[config.mk]
export PLATFORM = sky130hd
export DESIGN_NAME = osd_decoder
export DESIGN_NICKNAME = d
export VERILOG_FILES = /design/src/hdl/osd_pkg.sv /design/src/hdl/osd_ea_if.sv /design/src/hdl/osd_decoder.sv /design/src/hdl/osd_ea_calc.sv
export SDC_FILE = /design/constraint.sdc
export NUM_CORES = 1
export LEC_CHECK = 0
export ABC_CLOCK_PERIOD_IN_PS = 3950
export BUFFER_PORTS_ARGS = -buffer_cell sky130_fd_sc_hd__buf_2
export CORE_UTILIZATION = 54
export CTS_CLUSTER_DIAMETER = 200
export DETAILED_ROUTE_END_ITERATION = 12
export GPL_ROUTABILITY_DRIVEN = 1
export PLACE_DENSITY_LB_ADDON = 0.3
export SLEW_MARGIN = 10
export SYNTH_ARGS = -nofsm -noshare
export SYNTH_HDL_FRONTEND = slang
export SYNTH_HIERARCHICAL = 1
export SYNTH_SLANG_ARGS = --single-unit
[constraint.sdc]
create_clock -name clk -period 3.95 [get_ports clk]
set_clock_uncertainty 0.05 [all_clocks]
set_input_delay 0.395 -clock clk [delete_from_list [all_inputs] [get_ports clk]]
set_output_delay 0.395 -clock clk [all_outputs]
set_load 0.05 [all_outputs]
[src/hdl/osd_pkg.sv]
// Shared constants and types for the operand specifier decoder
package osd_pkg;

    // Operand specifier byte field positions
    localparam int OSD_MODE_HI = 7;
    localparam int OSD_MODE_LO = 6;
    localparam int OSD_REG_HI = 5;
    localparam int OSD_REG_LO = 3;
    localparam int OSD_LOC_HI = 2;
    localparam int OSD_LOC_LO = 0;

    // Addressing-form field codes
    localparam logic [1:0] OSD_MODE_NODISP = 2'h0;
    localparam logic [1:0] OSD_MODE_DISP8 = 2'h1;
    localparam logic [1:0] OSD_MODE_DISP16 = 2'h2;
    localparam logic [1:0] OSD_MODE_REG = 2'h3;

    // Locator code that means a direct address when no displacement form
    localparam logic [2:0] OSD_LOC_DIRECT = 3'h6;

    // Operand byte counts
    localparam logic [2:0] OSD_SHORT_BYTES = 3'h1;
    localparam logic [2:0] OSD_NEAR_BYTES = 3'h2;
    localparam logic [2:0] OSD_FAR_BYTES = 3'h4;

    // Immediate size codes from the opcode descriptor
    localparam logic [1:0] OSD_IMM_NONE = 2'h0;
    localparam logic [1:0] OSD_IMM_BYTE = 2'h1;
    localparam logic [1:0] OSD_IMM_WORD = 2'h2;

    // Reset value of the whole decode state
    localparam int OSD_RESET_VALUE = 0;

    // Operand format chosen by the opcode table outside this block
    typedef enum logic [2:0] {
        OSD_F_NONE,
        OSD_F_SPEC_REG,
        OSD_F_SPEC_EXT,
        OSD_F_REG_OP,
        OSD_F_SHORT_REL,
        OSD_F_NEAR_REL,
        OSD_F_FAR_PTR
    } osd_fmt_e;

    typedef enum logic [2:0] {
        OSD_S_IDLE,
        OSD_S_SPEC,
        OSD_S_DISP,
        OSD_S_DATA,
        OSD_S_FIN
    } osd_state_e;

endpackage

[src/hdl/osd_ea_if.sv]
// Interface between the decoder core and its address calculator
`timescale 1ns/10ps
`default_nettype none
interface osd_ea_if;
    logic [1:0] mode;
    logic [2:0] loc;
    logic [15:0] disp;
    logic [15:0] base_word;
    logic [15:0] frame_base_word;
    logic [15:0] src_index_word;
    logic [15:0] dest_index_word;
    logic [15:0] ea;

    modport calc (
        input mode, loc, disp, base_word, frame_base_word,
        input src_index_word, dest_index_word,
        output ea
    );
    modport user (
        output mode, loc, disp, base_word, frame_base_word,
        output src_index_word, dest_index_word,
        input ea
    );
endinterface
`default_nettype wire

[src/hdl/osd_decoder.sv]
// Operand specifier decoder: byte stream in, decoded operands out
// Operation
// RULE_01 - extension forms give sub-opcode digit 0-7
// RULE_02 - register forms: middle field selects word register
// RULE_03 - displacement follows specifier, before immediate data
// RULE_04 - signed displacement added to address offset
// RULE_05 - short branch: sign-extend, add to next offset
// RULE_06 - near branch: word added to next offset
// RULE_07 - far pointer: offset word, then selector word
// RULE_08 - opcode decides immediate byte signedness
// RULE_09 - multi-byte words arrive low byte first
// RULE_10 - register in opcode: opcode minus base
// RULE_11 - form 00: zero displacement, none fetched
// RULE_12 - form 01: one byte, sign-extended
// RULE_13 - form 10: two bytes, high above low
// RULE_14 - form 11: locator selects a register
// RULE_15 - locators 000-011: base plus index plus displacement
// RULE_16 - locators 100-111: one register plus displacement
// RULE_17 - form 00 locator 110: direct address
// RULE_18 - opcode alone sets immediate presence, size
// RULE_19 - report total length and next offset
`timescale 1ns/10ps
`default_nettype none
module osd_decoder (
    input wire logic clk, // Core clock
    input wire logic reset, // Synchronous reset
    input wire logic byte_valid, // Code byte offered
    input wire logic [7:0] byte_data, // Code byte
    output logic byte_ready, // Code byte accepted
    input wire logic [15:0] start_offset, // Offset of opcode byte
    input wire osd_pkg::osd_fmt_e desc_fmt, // Operand format of opcode
    input wire logic [1:0] desc_imm_size, // Immediate size of opcode
    input wire logic desc_imm_signed, // Immediate byte is signed
    input wire logic [7:0] desc_base_opcode, // Base for register in opcode
    input wire logic [15:0] base_word, // Base register value
    input wire logic [15:0] frame_base_word, // Frame base value
    input wire logic [15:0] src_index_word, // Source index value
    input wire logic [15:0] dest_index_word, // Destination index value
    output logic dec_done, // Decode result valid pulse
    output logic [2:0] reg_sel, // Register operand code
    output logic [2:0] ext_digit, // Sub-opcode digit
    output logic rm_is_reg, // Locator names a register
    output logic [2:0] rm_reg, // Register from locator
    output logic mem_op, // Memory operand present
    output logic [15:0] effective_address, // Memory operand offset
    output logic [15:0] imm_value, // Immediate operand
    output logic [15:0] target_ip, // New instruction pointer
    output logic [15:0] target_cs, // New code selector
    output logic [3:0] instr_len, // Total instruction bytes
    output logic [15:0] next_ip // Offset of next instruction
);
    import osd_pkg::*;

    typedef struct packed {
        osd_state_e state;
        osd_fmt_e fmt;
        logic [1:0] imm_size;
        logic imm_signed;
        logic [7:0] opcode;
        logic [7:0] base_op;
        logic [7:0] spec;
        logic [1:0] dneed;
        logic [1:0] dcnt;
        logic [2:0] need;
        logic [2:0] cnt;
        logic [15:0] disp;
        logic [31:0] data;
        logic [3:0] len;
        logic [15:0] start;
        logic ready;
        logic done;
        logic [2:0] reg_sel;
        logic [2:0] ext_digit;
        logic rm_is_reg;
        logic [2:0] rm_reg;
        logic mem_op;
        logic [15:0] ea;
        logic [15:0] imm;
        logic [15:0] target_ip;
        logic [15:0] target_cs;
        logic [3:0] instr_len;
        logic [15:0] next_ip;
    } osd_state_s;

    osd_state_s st;
    osd_state_s next_st;
    logic take;
    logic [1:0] mode;
    logic [2:0] loc;
    logic [15:0] nip;
    logic [7:0] rdiff;

    osd_ea_if eif ();

    // Sign extension of a byte, used for displacements and branches
    function automatic logic [15:0] sext8(input logic [7:0] b);
        sext8 = {{8{b[7]}}, b};
    endfunction

    // Displacement bytes implied by the specifier byte
    function automatic logic [1:0] disp_bytes(input logic [1:0] m, input logic [2:0] l);
        case (m)
            OSD_MODE_NODISP: disp_bytes = (l == OSD_LOC_DIRECT) ? 2'h2 : 2'h0; // [RULE_11]
            OSD_MODE_DISP8: disp_bytes = 2'h1; // [RULE_12]
            OSD_MODE_DISP16: disp_bytes = 2'h2; // [RULE_13]
            default: disp_bytes = 2'h0; // [RULE_14]
        endcase
    endfunction

    // Operand bytes after any displacement, known from the opcode alone
    function automatic logic [2:0] data_bytes(input osd_fmt_e f, input logic [1:0] isz);
        case (f)
            OSD_F_SHORT_REL: data_bytes = OSD_SHORT_BYTES;
            OSD_F_NEAR_REL: data_bytes = OSD_NEAR_BYTES;
            OSD_F_FAR_PTR: data_bytes = OSD_FAR_BYTES;
            default: data_bytes = {1'b0, isz}; // [RULE_18]
        endcase
    endfunction

    function automatic logic has_spec(input osd_fmt_e f);
        has_spec = (f == OSD_F_SPEC_REG) || (f == OSD_F_SPEC_EXT);
    endfunction

    // Handshake and decoded specifier fields
    assign take = byte_valid && st.ready;
    assign mode = st.spec[OSD_MODE_HI:OSD_MODE_LO];
    assign loc = st.spec[OSD_LOC_HI:OSD_LOC_LO];
    assign nip = st.start + {12'h0, st.len}; // [RULE_19]
    assign rdiff = st.opcode - st.base_op; // [RULE_10]

    // Address calculator sees registered fields and live register values
    assign eif.mode = mode;
    assign eif.loc = loc;
    assign eif.disp = st.disp;
    assign eif.base_word = base_word;
    assign eif.frame_base_word = frame_base_word;
    assign eif.src_index_word = src_index_word;
    assign eif.dest_index_word = dest_index_word;

    osd_ea_calc u_ea (
        .eif(eif.calc)
    );

    // Next state of the whole decoder
    always_comb begin
        next_st = st;
        next_st.done = 1'b0;
        case (st.state)
            OSD_S_IDLE: begin
                if (take) begin
                    // Opcode byte: its descriptor fixes the operand layout
                    next_st.opcode = byte_data;
                    next_st.fmt = desc_fmt;
                    next_st.imm_size = desc_imm_size; // [RULE_18]
                    next_st.imm_signed = desc_imm_signed;
                    next_st.base_op = desc_base_opcode;
                    next_st.start = start_offset;
                    next_st.len = 4'h1;
                    next_st.spec = 8'h00;
                    next_st.dneed = 2'h0;
                    next_st.dcnt = 2'h0;
                    next_st.cnt = 3'h0;
                    next_st.disp = 16'h0000;
                    next_st.data = 32'h0000_0000;
                    next_st.need = data_bytes(desc_fmt, desc_imm_size);
                    if (has_spec(desc_fmt)) begin
                        next_st.state = OSD_S_SPEC;
                    end else if (data_bytes(desc_fmt, desc_imm_size) != 3'h0) begin
                        next_st.state = OSD_S_DATA;
                    end else begin
                        next_st.state = OSD_S_FIN;
                    end
                end
            end
            OSD_S_SPEC: begin
                if (take) begin
                    next_st.spec = byte_data;
                    next_st.len = st.len + 4'h1;
                    next_st.dneed = disp_bytes(byte_data[OSD_MODE_HI:OSD_MODE_LO],
                        byte_data[OSD_LOC_HI:OSD_LOC_LO]);
                    // Displacement comes first, immediate data after it
                    if (next_st.dneed != 2'h0) begin
                        next_st.state = OSD_S_DISP; // [RULE_03]
                    end else if (st.need != 3'h0) begin
                        next_st.state = OSD_S_DATA;
                    end else begin
                        next_st.state = OSD_S_FIN;
                    end
                end
            end
            OSD_S_DISP: begin
                if (take) begin
                    if (st.dcnt == 2'h0) begin
                        if (mode == OSD_MODE_DISP8) begin
                            next_st.disp = sext8(byte_data); // [RULE_12] [RULE_04]
                        end else begin
                            next_st.disp = {8'h00, byte_data}; // [RULE_09]
                        end
                    end else begin
                        next_st.disp[15:8] = byte_data; // [RULE_13]
                    end
                    next_st.dcnt = st.dcnt + 2'h1;
                    next_st.len = st.len + 4'h1;
                    if (st.dcnt + 2'h1 == st.dneed) begin
                        next_st.state = (st.need != 3'h0) ? OSD_S_DATA : OSD_S_FIN; // [RULE_03]
                    end
                end
            end
            OSD_S_DATA: begin
                if (take) begin
                    // Little-endian assembly of every operand word
                    next_st.data[{st.cnt[1:0], 3'h0} +: 8] = byte_data; // [RULE_09]
                    next_st.cnt = st.cnt + 3'h1;
                    next_st.len = st.len + 4'h1;
                    if (st.cnt + 3'h1 == st.need) begin
                        next_st.state = OSD_S_FIN;
                    end
                end
            end
            OSD_S_FIN: begin
                // All bytes in: publish results, held until the next decode, done high for one cycle
                next_st.done = 1'b1;
                next_st.state = OSD_S_IDLE;
                next_st.instr_len = st.len; // [RULE_19]
                next_st.next_ip = nip; // [RULE_19]
                next_st.ext_digit = st.spec[OSD_REG_HI:OSD_REG_LO]; // [RULE_01]
                if (st.fmt == OSD_F_REG_OP) begin
                    next_st.reg_sel = rdiff[2:0]; // [RULE_10]
                end else begin
                    next_st.reg_sel = st.spec[OSD_REG_HI:OSD_REG_LO]; // [RULE_02]
                end
                next_st.rm_is_reg = has_spec(st.fmt) && (mode == OSD_MODE_REG); // [RULE_14]
                next_st.mem_op = has_spec(st.fmt) && (mode != OSD_MODE_REG);
                next_st.rm_reg = loc; // [RULE_14]
                next_st.ea = next_st.mem_op ? eif.ea : 16'h0000; // [RULE_04]
                // Signedness of a lone immediate byte is the opcode's call
                if (st.imm_size == OSD_IMM_BYTE) begin
                    if (st.imm_signed) begin
                        next_st.imm = sext8(st.data[7:0]); // [RULE_08]
                    end else begin
                        next_st.imm = {8'h00, st.data[7:0]}; // [RULE_08]
                    end
                end else if (st.imm_size == OSD_IMM_WORD) begin
                    next_st.imm = st.data[15:0]; // [RULE_09]
                end else begin
                    next_st.imm = 16'h0000;
                end
                // Branch targets wrap naturally in 16 bits
                case (st.fmt)
                    OSD_F_SHORT_REL: begin
                        next_st.target_ip = nip + sext8(st.data[7:0]); // [RULE_05]
                    end
                    OSD_F_NEAR_REL: begin
                        next_st.target_ip = nip + st.data[15:0]; // [RULE_06]
                    end
                    OSD_F_FAR_PTR: begin
                        next_st.target_ip = st.data[15:0]; // [RULE_07]
                        next_st.target_cs = st.data[31:16]; // [RULE_07]
                    end
                    default: begin
                        next_st.target_ip = nip;
                    end
                endcase
            end
            default: begin
                next_st.state = OSD_S_IDLE;
            end
        endcase
        // Ready is registered, so the cycle spent in OSD_S_FIN, before done rises, refuses new bytes
        next_st.ready = (next_st.state != OSD_S_FIN);
    end

    // State register; reset clears the whole state, published results and ready included
    always_ff @(posedge clk) begin
        if (reset) begin
            st <= osd_state_s'(OSD_RESET_VALUE);
        end else begin
            st <= next_st;
        end
    end

    // Outputs straight from the state register
    assign byte_ready = st.ready;
    assign dec_done = st.done;
    assign reg_sel = st.reg_sel;
    assign ext_digit = st.ext_digit;
    assign rm_is_reg = st.rm_is_reg;
    assign rm_reg = st.rm_reg;
    assign mem_op = st.mem_op;
    assign effective_address = st.ea;
    assign imm_value = st.imm;
    assign target_ip = st.target_ip;
    assign target_cs = st.target_cs;
    assign instr_len = st.instr_len;
    assign next_ip = st.next_ip;

    // Checks on published results and on fetch order; st fields still hold the operands
    ext_digit_a: assert property (@(posedge clk) disable iff (reset) // [RULE_01]
        st.done && st.fmt == OSD_F_SPEC_EXT |-> ext_digit == st.spec[5:3])
        else $error("sub-opcode digit wrong");
    reg_field_a: assert property (@(posedge clk) disable iff (reset) // [RULE_02]
        st.done && st.fmt == OSD_F_SPEC_REG |-> reg_sel == st.spec[5:3])
        else $error("register operand field wrong");
    disp_first_a: assert property (@(posedge clk) disable iff (reset) // [RULE_03]
        st.state == OSD_S_DATA |-> st.dcnt == st.dneed)
        else $error("data fetched before displacement");
    short_target_a: assert property (@(posedge clk) disable iff (reset) // [RULE_05]
        st.done && st.fmt == OSD_F_SHORT_REL
        |-> target_ip == next_ip + {{8{st.data[7]}}, st.data[7:0]})
        else $error("short branch target wrong");
    near_target_a: assert property (@(posedge clk) disable iff (reset) // [RULE_06]
        st.done && st.fmt == OSD_F_NEAR_REL |-> target_ip == next_ip + st.data[15:0])
        else $error("near branch target wrong");
    far_pointer_a: assert property (@(posedge clk) disable iff (reset) // [RULE_07]
        st.done && st.fmt == OSD_F_FAR_PTR
        |-> {target_cs, target_ip} == st.data && instr_len == 4'h5)
        else $error("far pointer split wrong");
    imm_sign_a: assert property (@(posedge clk) disable iff (reset) // [RULE_08]
        st.done && st.imm_size == OSD_IMM_BYTE
        |-> imm_value[15:8] == (st.imm_signed && st.data[7] ? 8'hFF : 8'h00))
        else $error("immediate byte extension wrong");
    byte_disp_a: assert property (@(posedge clk) disable iff (reset) // [RULE_12]
        take && st.state == OSD_S_DISP && mode == OSD_MODE_DISP8
        |=> st.state != OSD_S_DISP && st.disp == {{8{$past(byte_data[7])}}, $past(byte_data)})
        else $error("byte displacement count wrong");
    direct_addr_a: assert property (@(posedge clk) disable iff (reset) // [RULE_17]
        st.done && st.mem_op && st.spec[7:6] == OSD_MODE_NODISP && st.spec[2:0] == 3'h6
        |-> effective_address == st.disp && st.dneed == 2'h2)
        else $error("direct address wrong");
    length_a: assert property (@(posedge clk) disable iff (reset) // [RULE_19]
        st.done |-> next_ip == st.start + {12'h0, instr_len} && instr_len == st.len)
        else $error("instruction length wrong");

endmodule
`default_nettype wire

[src/hdl/osd_ea_calc.sv]
// Effective address calculator for memory operand forms
`timescale 1ns/10ps
`default_nettype none
module osd_ea_calc (
    osd_ea_if.calc eif // Address request and result
);
    import osd_pkg::*;

    // Base and/or index plus signed displacement, or a direct address, modulo 64K
    always_comb begin
        case (eif.loc)
            3'h0: eif.ea = eif.base_word + eif.src_index_word + eif.disp; // [RULE_15]
            3'h1: eif.ea = eif.base_word + eif.dest_index_word + eif.disp; // [RULE_15]
            3'h2: eif.ea = eif.frame_base_word + eif.src_index_word + eif.disp; // [RULE_15]
            3'h3: eif.ea = eif.frame_base_word + eif.dest_index_word + eif.disp; // [RULE_15]
            3'h4: eif.ea = eif.src_index_word + eif.disp; // [RULE_16]
            3'h5: eif.ea = eif.dest_index_word + eif.disp; // [RULE_16]
            3'h6: begin
                // Direct address takes no register at all
                if (eif.mode == OSD_MODE_NODISP) begin
                    eif.ea = eif.disp; // [RULE_17]
                end else begin
                    eif.ea = eif.frame_base_word + eif.disp; // [RULE_16]
                end
            end
            default: eif.ea = eif.base_word + eif.disp; // [RULE_16]
        endcase
    end

endmodule
`default_nettype wire

==> impl_summary.txt <==
----------------------------------------------------
[Synthesis]
  Ys flop type ... dfxtp_1
  Count of different cell masters after synthesis ... 86
  Portion of netlist area occupied by mux cells ... 2.16%
  Post-synthesis simple-gate area fraction ... 18.6%
  Synthesized net count ... 2,224
  Synthesized-area fraction occupied by ao, oa, aoi and oai cells ... 22.6%
  Netlist Area Pre-Place ... 15,800 um2
  Cell types with the largest area share after synthesis ... dfxtp_1 25%, ha_1 9.0%, fa_1 8.8%
  Xor and xnor fraction of the mapped netlist area ... 6.28%
  Number of warnings issued by yosys ... 6
  Number of instances in the synthesized netlist ... 1,937
  Share of synthesized area occupied by flip-flops and latches ... 25.1%
  Number of synthesized flops with an enable pin ... 0
  Post-Synth Adder-Cell Area ... 17.7%
  Area share of the largest cell type after synthesis ... 25.1%
  Cell type with the largest total area after synthesis ... dfxtp_1
  Dominant combinational cell family by area after synthesis ... compound AO/OA/AOI/OAI gates
  Synthesized flop and latch total ... 198
  Average cell area after synthesis ... 8.14 um2
  Fraction of registers with async set or reset after synthesis ... 0%

[Detailed routing]
  Routed Wire Length ... 46,900 um
  Number of search-and-repair iterations in the first detailed-routing pass ... 6
  Vias per cell ... 5.99
  Total number of vias ... 14,700
  Routed wire per std cell ... 19.1 um
  Detailed router's first-iteration violation count ... 1,430
  Number of nets with antenna violations after routing ... 0
  Number of remaining DRC errors ... 0

[Clock network]
  Clock sinks ... 198
  Root Driver ... clkbuf_16
  Count of hold buffers inserted by post-cts repair ... 0
  Maximum clock insertion buffer count ... 2
  Clock tree from TritonCTS ... done
  Clock-pin slew of the registers on the worst-case setup and hold paths ... 80 ps
  Maximum level of the CTS H-tree ... 4
  Number of buffers created by CTS ... 17
  Clock latency on the worst-skew pair ... 440 ps

[Placed design]
  DP Worst Slack ... -294 ps
  Estimated wirelength of the detail-placed design ... 36,100 um
  IO buf count ... 196
  Last weighted congestion value of the routability-driven placer ... 0.941

[Timing]
  Final Hold Viols ... 0
  Worst path setup slack after routing ... 91.1 ps
  Number of slew-limit violations in the final report ... 0
  Worst slew slack as a fraction of its limit ... 24.4%
  Part of the cycle the worst path needs ... 97.7%
  Maximum clock frequency ... 0.259 GHz
  Hold WS ... 144 ps
  Setup violation total in the final timing report ... 0
  Total Neg Setup Slack ... 0 ps
  RSZ-0062 raised after global routing ... true
  Worst slew pin tran ... 1130 ps
  Time the final worst path needs with I/O delays and setup ... 3860 ps

[Min path]
  Type of the worst min-delay path ... in2reg

[Global route]
  Vias in the first global route ... 13,800
  Global-route wire length before repair ... 73,600 um
  Global-route congestion overflow total ... 0
  Number of antenna violations at the first check in global routing ... 0
  Largest net degree at the start of global routing ... 107
  Global Route Usage Sum ... 30.8%

[Job]
  Max-cap check violation count ... 0

[Pwr]
  Power spent charging and discharging nets ... 1.67 mW
  Maximum VDD drop ... 0.274 mV
  Fraction of power spent switching nets ... 31.3%
  Power per standard cell area ... 301 nW/um2
  Clock share of power ... 35.8%
  Static leakage ... 7.51 nW
  Share of total power in sequential cells ... 38.8%
  Internal power ... 3.66 mW
  Combinational power share ... 25.4%
  PnR Total Power ... 5.32 mW

[Die]
  Die Area ... 29,900 um2
  Number of rows created at floorplan ... 62
  Width of the die ... 173 um
  Placeable core region ... 28,700 um2
  Effective utilization at floorplan ... 54.9%
  Top-Level Pins ... 202
  Die Span Y ... 173 um

[Run status]
  Status ... finished clean

[Critical path]
  CP Class ... reg2reg
  Destination of the critical timing path ... effective_address[15]
  Req. time, crit path ... 4200 ps
  Flop2flop setup slack ... 90 ps
  Worst flop-to-flop path startpoint ... eif.disp[1]
  Depth of the worst register-to-register path ... 14
  Critical path arrival ... 4110 ps
  Maximum fanout along the worst path ... 4
  Category of the worst setup path launch point ... register
  Worst setup path start ... eif.disp[1]
  Capture instance of the worst register-to-register path ... effective_address[15]
  Critical Path End Type ... register

[Layout]
  Share of cells above drive strength 1 ... 18.8%
  Most frequent cells in the layout ... 264 x nand2_1, 195 x buf_2, 194 x dfxtp_1, 188 x a21oi_1, 180 x nor2_1
  Register with the most flip-flops ... st
  Most frequent standard cell in the layout excluding fill and tap cells ... nand2_1
  Fill cells ... 2,627
  Number of nets in the layout ... 2,341
  Largest register FFs ... 80
  Number of antenna cells inserted ... 0
  Growth of design area from synthesis to finish ... 12.0%

----------------------------------------------------
-- cells by family (layout without fill, tap and decap cells) --
logic type,Yosys count,in the layout
fa+ha+maj,182,182
mux,32,32
xor+xnor,113,113
simple gates,651,651
compound gates,545,545
flops,198,198
buf+inv,216,346
-- power by group through the flow --
stage / combinational [mW] / clock [mW] / sequential (mW)
3_3_place_gp: 1.26 / 0 / 2.11
5_1_grt: 1.48 / 2.01 / 2.07
2_1_floorplan: 0.900 / 0 / 2.10
3_5_place_dp: 1.28 / 0 / 2.11
4_1_cts: 1.30 / 1.92 / 2.06
6_report: 1.35 / 1.90 / 2.07
-- per-stage QoR --
stage / cell area (um2) / util [%] / cells
after floorplan: 15800 / - / 1937
after global placement: 16800 / 58.6 / 2415
after detailed placement: 16800 / 58.6 / 2415
after CTS: 17500 / 60.9 / 2447
after global routing: 17700 / 61.5 / 2451
final: 17700 / 61.5 / 2451
-- per-layer routing --
metal	part of all wire, %	vias up	GRT usage [%]
met2	46	530	49.4
li1	-	7036	-
met1	46	7056	43.1
met4	2.3	0	8.19
met5	0	-	0
met3	6.4	64	4.53
-- worst min path at each step --
| stage | start | endpoint | slack [ps] | depth (start not counted) |
|---|---|---|---|---|
| 5_1_grt | start_offset[11] | st[108] | 130 | 3 |
| 3_3_place_gp | reg_sel[1] | reg_sel[1] | 390 | 2 |
| 2_1_floorplan | eif.disp[15] | eif.disp[15] | 380 | 2 |
| 4_1_cts | start_offset[4] | st[101] | 130 | 3 |
| 6_report | start_offset[11] | st[108] | 140 | 3 |
| 3_5_place_dp | rm_reg[1] | rm_reg[1] | 390 | 2 |
-- what timing repair did --
action | 4_1_cts | 5_1_grt
resized for setup | 10 | 29
pin swaps | 3 | 22
setup endpoints to repair | 2 | 6
buffers inserted | 0 | 3
endpoints found under the hold margin | 0 | 0
cloned | 0 | 1
-- final cells by class --
type | count | area, um2 | area share [%]
repair buffers | 277 | 1660 | 9.41
multi-input cells | 1523 | 10800 | 61.0
flip-flops and latches | 198 | 3970 | 22.5
inverters | 37 | 139 | 0.786
well taps | 384 | 480 | 2.72
clock buffers | 19 | 433 | 2.45
clock inverters | 13 | 196 | 1.11
-- cells in the mapped netlist (all sizes together), types with 37 or more instances --
cell type,count
buf,116
o21ai,75
a22oi,51
nor2,184
dfxtp,198
ha,113
nand3,44
nor3,52
inv,37
clkbuf,63
xnor2,74
nand2,266
xor2,39
fa,69
a21o,40
a21oi,196
-- worst max-delay path: stages, from the launching register on --
cell and delay [ps]:
dfxtp_4 380, fa_1 480, ha_4 190, fa_2 360, a21oi_4 150, o21bai_4 100, a2111oi_4 450, o31ai_2 170
a21o_1 180, a21o_1 160, a31o_1 170, a21o_1 150, or4b_4 530, a22oi_2 130, nor2_1 60
Power figures use the tool's default switching activity.
